[src/common/timer_pkg.sv]
// Notes on behaviour
// - control resets to all ones; run bit clear stops
// - width bit: one 8-bit, zero 16-bit
// - timer mode counts each instruction cycle
// - low-byte write holds counting two cycles
// - counter mode: rising edge, or falling if set
// - external pin synchronised before it counts
// - prescaler 8-bit, hidden from software
// - bypass bit zero routes through prescaler
// - ratio field divides by two power n+1
// - count write clears prescaler, keeps assignment
// - assignment may change while timer runs
// - wrap to zero sets overflow flag
// - request raised only while mask set
// - timer halted while processor sleeps
// - low read in 16-bit mode snapshots high byte to buffer
// - live high byte reachable only through buffer
// - low write loads high byte from buffer
// - buffer resets zero; low byte keeps value
package timer_pkg;
  localparam logic [11:0] ctrl_addr    = 12'h000;
  localparam logic [11:0] low_addr     = 12'h004;
  localparam logic [11:0] high_addr    = 12'h008;
  localparam logic [11:0] irq_addr     = 12'h00c;
  localparam logic [7:0]  ctrl_reset   = 8'hff;
  localparam logic [7:0]  high_reset   = 8'h00;
  localparam int          run_pos      = 7;
  localparam int          width_pos    = 6;
  localparam int          source_pos   = 5;
  localparam int          edge_pos     = 4;
  localparam int          bypass_pos   = 3;
  localparam int          flag_pos     = 0;
  localparam int          mask_pos     = 1;
  localparam logic [1:0]  hold_cycles  = 2'h2;

  typedef struct packed {
    logic       run;
    logic       width8;
    logic       ext_src;
    logic       fall_edge;
    logic       bypass;
    logic [2:0] ratio;
  } ctrl_s;
endpackage

[src/rtl/timer_counter.sv]
`timescale 1ns/1ps
module timer_counter (
  input  wire logic        pclk,
  input  wire logic        presetn,
  input  wire logic        psel,
  input  wire logic        penable,
  input  wire logic        pwrite,
  input  wire logic [11:0] paddr,
  input  wire logic [31:0] pwdata,
  output logic      [31:0] prdata,
  output logic             pready,
  output logic             pslverr,
  input  wire logic        external_count_pin,
  input  wire logic        sleep,
  output logic             overflow_irq
);
  import timer_pkg::*;

  ctrl_s       ctrl_r;
  logic [7:0]  low_r;
  logic [7:0]  live_high_r;
  logic [7:0]  high_buf_r;
  logic [7:0]  presc_r;
  logic [1:0]  hold_r;
  logic        flag_r;
  logic        mask_r;
  logic        sync1_r;
  logic        sync2_r;
  logic        sync3_r;
  logic [31:0] prdata_r;
  logic        pready_r;
  logic        pslverr_r;
  logic        irq_r;

  // bus decode; response in the access phase, one wait state
  wire access   = psel && penable && !pready_r;
  wire wr       = access && pwrite;
  wire rd       = access && !pwrite;
  wire hit_ctrl = paddr == ctrl_addr;
  wire hit_low  = paddr == low_addr;
  wire hit_high = paddr == high_addr;
  wire hit_irq  = paddr == irq_addr;
  wire mapped   = hit_ctrl || hit_low || hit_high || hit_irq;
  wire wr_low   = wr && hit_low;
  wire rd_low   = rd && hit_low;

  // external pin edges: sync2 and sync3 are both settled copies
  wire rise     = sync2_r && !sync3_r;
  wire fall     = !sync2_r && sync3_r;
  wire ext_tick = ctrl_r.fall_edge ? fall : rise;
  wire src_tick = ctrl_r.ext_src ? ext_tick : 1'b1;

  // count enable: sleep and low writes freeze the whole path
  wire active   = ctrl_r.run && !sleep && hold_r == 2'h0;
  wire [7:0] presc_nxt = presc_r + 8'h01;

  // tap bit n falls once per 2^(n+1) increments of the prescaler
  function automatic logic tap_falls(input logic [7:0] cur,
                                     input logic [7:0] nxt,
                                     input logic [2:0] n);
    tap_falls = cur[n] && !nxt[n];
  endfunction

  // divide by 2^(n+1): tap bit n toggles from one to zero
  wire presc_tc = tap_falls(presc_r, presc_nxt, ctrl_r.ratio);
  wire inc      = active && src_tick && (ctrl_r.bypass || presc_tc);

  wire [15:0] cnt_nxt  = {live_high_r, low_r} + 16'h0001;
  wire        wrap8    = low_r == 8'hff;
  wire        wrap16   = {live_high_r, low_r} == 16'hffff;
  wire        wrap     = inc && (ctrl_r.width8 ? wrap8 : wrap16);

  // read mux; the live high byte is never selected
  wire [7:0] rd_byte =
    hit_ctrl ? ctrl_r :
    hit_low  ? low_r :
    hit_high ? high_buf_r :
    hit_irq  ? {6'h00, mask_r, flag_r} : 8'h00;

  // control register
  always_ff @(posedge pclk or negedge presetn) begin
    if (!presetn) begin
      ctrl_r <= ctrl_reset;
    end else if (wr && hit_ctrl) begin
      ctrl_r <= pwdata[7:0];
    end
  end

  // prescaler: cleared on count write, bit assignment untouched
  always_ff @(posedge pclk or negedge presetn) begin
    if (!presetn) begin
      presc_r <= 8'h00;
    end else if (wr_low || ctrl_r.bypass) begin
      presc_r <= 8'h00;
    end else if (active && src_tick) begin
      presc_r <= presc_nxt;
    end
  end

  // low byte; left unreset as it keeps its value across resets
  always_ff @(posedge pclk) begin
    if (wr_low) begin
      low_r <= pwdata[7:0];
    end else if (inc) begin
      low_r <= cnt_nxt[7:0];
    end
  end

  // live high byte: carry only in 16-bit mode
  always_ff @(posedge pclk or negedge presetn) begin
    if (!presetn) begin
      live_high_r <= 8'h00;
    end else if (wr_low) begin
      live_high_r <= high_buf_r;
    end else if (inc && !ctrl_r.width8) begin
      live_high_r <= cnt_nxt[15:8];
    end
  end

  // high buffer: written by software, snapshot on low read in 16-bit mode
  always_ff @(posedge pclk or negedge presetn) begin
    if (!presetn) begin
      high_buf_r <= high_reset;
    end else if (wr && hit_high) begin
      high_buf_r <= pwdata[7:0];
    end else if (rd_low && !ctrl_r.width8) begin
      high_buf_r <= live_high_r;
    end
  end

  // two-cycle increment hold after a low-byte write; reset also holds,
  // so the unreset low byte keeps its value through and just after reset
  always_ff @(posedge pclk or negedge presetn) begin
    if (!presetn) begin
      hold_r <= hold_cycles;
    end else if (wr_low) begin
      hold_r <= hold_cycles;
    end else if (hold_r != 2'h0) begin
      hold_r <= hold_r - 2'h1;
    end
  end

  // pin synchroniser plus one stage for edge detection
  always_ff @(posedge pclk or negedge presetn) begin
    if (!presetn) begin
      sync1_r <= 1'b0;
      sync2_r <= 1'b0;
      sync3_r <= 1'b0;
    end else begin
      sync1_r <= external_count_pin;
      sync2_r <= sync1_r;
      sync3_r <= sync2_r;
    end
  end

  // overflow flag: set beats a simultaneous software clear
  always_ff @(posedge pclk or negedge presetn) begin
    if (!presetn) begin
      flag_r <= 1'b0;
      mask_r <= 1'b0;
    end else begin
      if (wrap) begin
        flag_r <= 1'b1;
      end else if (wr && hit_irq) begin
        flag_r <= pwdata[flag_pos];
      end
      if (wr && hit_irq) begin
        mask_r <= pwdata[mask_pos];
      end
    end
  end

  // registered request, gated by mask
  always_ff @(posedge pclk or negedge presetn) begin
    if (!presetn) begin
      irq_r <= 1'b0;
    end else begin
      irq_r <= (flag_r || wrap) && mask_r;
    end
  end

  // apb answer
  always_ff @(posedge pclk or negedge presetn) begin
    if (!presetn) begin
      pready_r  <= 1'b0;
      pslverr_r <= 1'b0;
      prdata_r  <= 32'h0000_0000;
    end else begin
      pready_r  <= access;
      pslverr_r <= access && !mapped;
      prdata_r  <= rd ? {24'h00_0000, rd_byte} : 32'h0000_0000;
    end
  end

  assign prdata       = prdata_r;
  assign pready       = pready_r;
  assign pslverr      = pslverr_r;
  assign overflow_irq = irq_r;
endmodule

[config.mk]
export PLATFORM = sky130hd
export DESIGN_NAME = timer_counter
export DESIGN_NICKNAME = d
export VERILOG_FILES = /design/src/common/timer_pkg.sv /design/src/rtl/timer_counter.sv
export SDC_FILE = /design/constraint.sdc
export NUM_CORES = 1
export LEC_CHECK = 0
export BUFFER_PORTS_ARGS = -buffer_cell sky130_fd_sc_hd__buf_2
export CORE_ASPECT_RATIO = 0.5
export CORE_UTILIZATION = 25
export CTS_CLUSTER_DIAMETER = 60
export CTS_CLUSTER_SIZE = 30
export DETAILED_ROUTE_END_ITERATION = 10
export PLACE_DENSITY = 0.53
export SLEW_MARGIN = 25
export SYNTH_ARGS = -nofsm -noshare
export SYNTH_HDL_FRONTEND = slang
export SYNTH_SLANG_ARGS = --single-unit
[constraint.sdc]
create_clock -name pclk -period 5.4 [get_ports pclk]
set_clock_uncertainty 0.1 [all_clocks]
set_input_delay 1.35 -clock pclk [delete_from_list [all_inputs] [get_ports pclk]]
set_output_delay 1.35 -clock pclk [all_outputs]
set_load 0.01 [all_outputs]
Yosys cells after proc, flatten, opt, wreduce, memory -nomap -nowiden. Cells that the tools add are included.

Output and inout port bits: 35. Flip-flop bits (word level): 58. Input bits: 51.

Multiplexer cells: 24. Add/subtract/negate cells: 3. Equality and inequality tests: 5. Reduce and logical (&&, ||, !) cells: 44. Order comparisons: 1.

Operators with widths (count): two-way mux 8 bit (12); == test 12 x 4 -> 1 bit, second input constant (2); logical AND 1 bit (21); adder 16 x 1 -> 16 bit, second input constant (1); == test 16 bit, second input constant (1); nonzero test 2 bit (7); == test 12 x 3 -> 1 bit, second input constant (1); logical NOT 12 bit (1); adder 8 x 1 -> 8 bit, second input constant (1); == test 8 bit, second input constant (1); logical NOT 1 bit (8); two-way mux 1 bit (7); binary-select mux 1 bit (select 3 bit) (2); logical OR 1 bit (6); two-way mux 2 bit (3); < comparator 3 x 4 -> 1 bit, second input constant (1); logical NOT 2 bit (1); subtractor 2 x 1 -> 2 bit, second input constant (1).

Depth between registers and ports, before layout.
Depth in word-level cells: 10. Gate-level depth with buffers: 8. Depth with buffers taken out: 7.

Least setup slack after synthesis. OpenSTA, ideal clock, no wires.

Kind: input-to-reg. From: input paddr[1]. To: register low_r[0], enable pin. Slack: 2.250 ns. Path buffers: 1. Cell stages on the path: 5. Data arrival time: 2.721 ns. Data required time: 4.971 ns. Cell sequence: nor4_1 > nand3_1 > or3_1 > buf_4 > nand2_1.

Cells in the longest elaborated chain, start to end: 3.

RTL lines: start, declared (RTL line timer_counter.sv:8) `input wire logic [11:0] paddr,`; == test 12 x 3 -> 1 bit (RTL line timer_counter.sv:40) `wire hit_low = paddr == low_addr;`; logical AND 1 bit (RTL line timer_counter.sv:44) `wire wr_low = wr && hit_low;`; nonzero test 2 bit (no source line); end signal, assigned (RTL line timer_counter.sv:103) `low_r <= pwdata[7:0];`; end signal, assigned (RTL line timer_counter.sv:105) `low_r <= cnt_nxt[7:0];`; end, declared (RTL line timer_counter.sv:20) `logic [7:0] low_r;`.

No other way between the ends. A chain may end at the register's enable or synchronous reset.

Final worst setup path.
From: input paddr[1]. To: register high_buf_r[2].

Cells in the longest elaborated chain, start to end: 4. Elaborated cells on any way between the ends: 7. Those cells by class: eq/ne: 2; mux: 1; reduce/logical: 4.

RTL lines: == test 12 x 3 -> 1 bit (RTL line timer_counter.sv:40); logical AND 1 bit (RTL line timer_counter.sv:45) `wire rd_low = rd && hit_low;`; logical AND 1 bit (RTL line timer_counter.sv:126) `end else if (rd_low && !ctrl_r.width8) begin`; nonzero test 2 bit (no source line); end signal, assigned (RTL line timer_counter.sv:123) `high_buf_r <= high_reset;`; end signal, assigned (RTL line timer_counter.sv:125) `high_buf_r <= pwdata[7:0];`; end signal, assigned (RTL line timer_counter.sv:127) `high_buf_r <= live_high_r;`; end, declared (RTL line timer_counter.sv:22) `logic [7:0] high_buf_r;`.

Several ways; a longest one is shown, not always the timed one.

==> results <==
- The number of global-route vias before repair was 2491.
- After synthesis, the share of flip-flops with an asynchronous set or reset is 0.862.
- The most frequently used flop master after synthesis is dfrtp_1.
- The cell count after placement is 538.
- Of the total power, the clock network draws 0.557.
- After clock tree synthesis, the clock-pin slew on the worst setup and hold paths is 0.05 ns.
- At the later pin of the worst-skew pair, clock insertion delay measures 0.33 ns.
- The count of nets left with antenna violations once routing finished came out at 0.
- The number of buffers on the longest clock path is 2.
- After the first detailed-routing iteration, the DRC count stood at 137.
- The detailed-routing iteration count for the pre-antenna-repair pass is 5.
- The final clock period utilization by the worst path is 0.663.
- The count of cell types in the netlist is 54.
- After synthesis the netlist holds a flip-flop and latch count of 58.
- At the pin with the least slew margin, the transition time is 1.05 ns.
- The logic gate share of total power is 0.059.
- The finished layout holds 554 standard cells, fillers aside.
- In this run the power spent charging and discharging nets is 0.253 mW.
- The post-cts sizing count is 0.
- TritonCTS built the clock tree.
- The slowest cell on the critical path is nor3_2.
- The share of total power dissipated in sequential elements is 0.383.
- The maximum single-stage delay on the critical path is 0.78 ns.
- Using the TritonRoute via totals, the vias-per-cell ratio works out to 4.76.
- The residual overflow from global routing is 0.
- By area the synthesized netlist is led by dfrtp_1, edfxtp_1, dfstp_2, buf_4, nand2_1.
- The leakage dissipation is 1.74 nW.
- Setup violations remaining at the end of the flow were counted as 0.
- The largest voltage drop on the vdd net is 0.164 mV.
- For the worst setup path, the data required time is 5.51 ns.
- The cell taking the most area after synthesis is dfrtp_1.
- The critical path is of the in2reg type.
- Each instance of the synthesized netlist takes up on average 9.60 um^2.
- The root buffer selected by CTS is clkbuf_16.
- After routing the design area is 3890 um^2.
- Of the total power, the share spent switching nets is 0.209.
- The routed layout has 2636 vias.
- The number of antenna diodes in the final layout is 0.
- The row count is 29.
- The floorplan step defined a die boundary enclosing 13700 um^2.
- In this run the cell area of the synthesized design comes to 3300 um^2.
- The flow ran to the end, and the final reports show no timing, DRC or antenna violations.
- STA classifies the critical path endpoint as a flip-flop.
- The final routed wirelength across all metal layers is 7.99 mm.
- The initial utilization of the core area, before any placement, comes to 0.259.
- The critical path arrival is 3.69 ns.
- The H-tree depth is 3.
- Entering global routing, the biggest net connects 51 pins.
- The tool flagged a number of max-cap violations equal to 0.
- The post-synthesis compound-gate area fraction is 0.122.
- The layout overhead on the synthesized area is 17.9%.
- The first-pass GRT wire length is 13.3 mm.
- The HPWL after detailed placement is 5.44 mm.
- Of the synthesized area, sequential elements account for 0.455.
- The net count of the finished layout is 433.
- The setup total negative slack is 0 ns.
- Traced cell by cell, the critical path runs through buf_2 > nor4_1 > nand4_1 > nor3_2 > a21oi_1 > nand2_1 > nand2_1.
- Of the post-synthesis cell area, the dominant cell type holds 0.311.
- Measured along the y axis, the die boundary spans 83.3 um.
- The core box area is 12800 um^2.
- Measured against the total synthesized area, the mux share comes to 0.0584.
- The most frequent cell on the critical path is nand2_1.
- Counting every sink on the clock net gives 58.
- The worst min-delay path class is reg2reg.
- The floorplan step set the die width to 165 um.
- After clock tree synthesis, the setup repair step added 0 buffers.
- At the end of routability-driven placement, the weighted congestion stood at 0.788.
- Setup repair after global routing left no endpoint under its margin.
- Headroom to the max-slew limit came out at 0.293.
- In the final layout, the share of cells above drive strength 1 is 0.227.
- For this design the ratio of total power to cell area is 311 nW/um^2.
- Of all nets on the critical path, the largest fanout is 9.
- Buffers inserted during clock tree synthesis total 9.
- Of the total synthesized cell area, the portion taken by full adders, half adders and majority gates is 0.0114.
- The average routed wire per standard cell is 14.4 um.
- The simple-gate share of the synthesized area is 0.233.
- The count of hold-fix buffers inserted at cts is 0.
- The number of max-slew violations in the final report is 0.
- The total routing usage reported by global routing is 0.127.
- The final routed DRC violation total is 0.
- The cell count after synthesis came out at 344.
- In this run the count of I/O pins placed on the die edge is 86.
- For the finished layout, the period the worst path requires is 3.58 ns.
- The number of hold violations in the final report is 0.
- Derived from the worst setup path, the maximum achievable clock frequency is 279 MHz.
- The count of port buffers added during placement is 37.
- Cell internal power was estimated by the tool at 0.957 mW.
- The dominant combinational cell family by area after synthesis is simple AND/OR/NAND/NOR gates.
- The count of flip-flops with a built-in enable after synthesis is 8.
- STA classifies the critical path startpoint as a primary input.
- The total cell area at the placement stage is 3540 um^2.
- The count of warnings emitted by yosys is 0.
- The number of antenna violations at the first check in global routing is 0.
- Of the total synthesized cell area, the portion taken by XOR and XNOR cells is 0.0292.
cell type report:
type / count / area, um^2
sequential: 58 / 1500
timing repair buffer: 40 / 208
fill: 1332 / 8880
clock inverter: 5 / 100
tap: 170 / 213
clock buffer: 11 / 253
multi-input combinational: 263 / 1590
inverter: 7 / 26.3
synthesized netlist by cell type (8+ instances only):
| cell type | instances |
|---|---|
| dfstp_2 | 9 |
| a31oi_1 | 9 |
| mux2_2 | 8 |
| mux2i_1 | 8 |
| dfrtp_1 | 41 |
| o21ai_0 | 14 |
| buf_4 | 28 |
| or3_1 | 12 |
| a22oi_1 | 8 |
| edfxtp_1 | 8 |
| nand2_1 | 47 |
| nor2_1 | 35 |
| nand3_1 | 9 |
metal layers:
layer | track usage | vias up | part of all wire
met5 | 0 | - | 0
met4 | 0.0400 | 0 | 0.011
met3 | 0.0305 | 10 | 0.057
met2 | 0.200 | 80 | 0.45
met1 | 0.171 | 1279 | 0.48
li1 | - | 1267 | -
critical path: cells and delay by family:
kind / cells / cell delay, ns
buffers and inverters: 1 / 0.10
AND/OR/NAND/NOR: 5 / 1.86
AO/OA/AOI/OAI: 1 / 0.37
cell usage in the layout, fill, tap and decap left out, types with 9 or more instances in the layout:
cell type and n:
dfrtp_1 41, buf_2 37, nand2_1 47, or3_1 12, nor2_1 35, dfstp_2 9
conb_1 24, nand3_1 9, a31oi_1 9, clkbuf_16 9, o21ai_0 14
state kept, by name (all words and copies together) (netlist names):
name / cells
prdata: 8
mask_r: 1
presc_r: 8
overflow_irq: 1
flag_r: 1
sync1_r: 1
hold_r: 2
live_high_r: 8
high_buf_r: 8
ctrl_r: 8
low_r: 8
sync3_r: 1
pready: 1
sync2_r: 1
pslverr: 1
final timing paths:
kind	from	to	slack [ns]	depth (start not counted)
setup / recovery	paddr[1]	high_buf_r[2]	1.82	7
hold / removal	sync1_r	sync2_r	0.25	0
setup reg to reg	ctrl_r[1]	low_r[6]	2.36	6
hold reg to reg	sync1_r	sync2_r	0.25	0
max in group asynchronous	presetn	live_high_r[1]	3.71	2
min in group asynchronous	presetn	sync3_r	1.02	2
per-stage QoR:
stage          setup slack (ns)  hold slack [ns]  utilization  power (mW)
2_1_floorplan              2.25            0.231            -       0.526
3_3_place_gp               1.51            0.234        0.277       0.542
3_5_place_dp               1.49            0.243        0.277       0.543
4_1_cts                    1.84            0.254        0.305        1.22
5_1_grt                    1.69            0.273        0.305        1.26
6_report                   1.82            0.253        0.305        1.21
kinds of logic (layout without fill, tap and decap cells):
group | after synthesis | after routing
and+or+nand+nor | 148 | 148
AOI/OAI and AO/OA | 60 | 60
DFF | 58 | 58
buffers and inverters | 46 | 63
muxes | 17 | 17
xor gates and xnor gates | 11 | 11
adders and majority gates | 3 | 3
other | 1 | 24
power by group through the flow:
stage | Sequential (mW) | Clock [mW] | Combinational (mW)
final | 0.463 | 0.674 | 0.0719
after global routing | 0.465 | 0.712 | 0.0860
after global placement | 0.470 | 0 | 0.0720
after CTS | 0.463 | 0.688 | 0.0732
after detailed placement | 0.471 | 0 | 0.0726
after floorplan | 0.469 | 0 | 0.0564
Power figures use the tool's default switching activity.
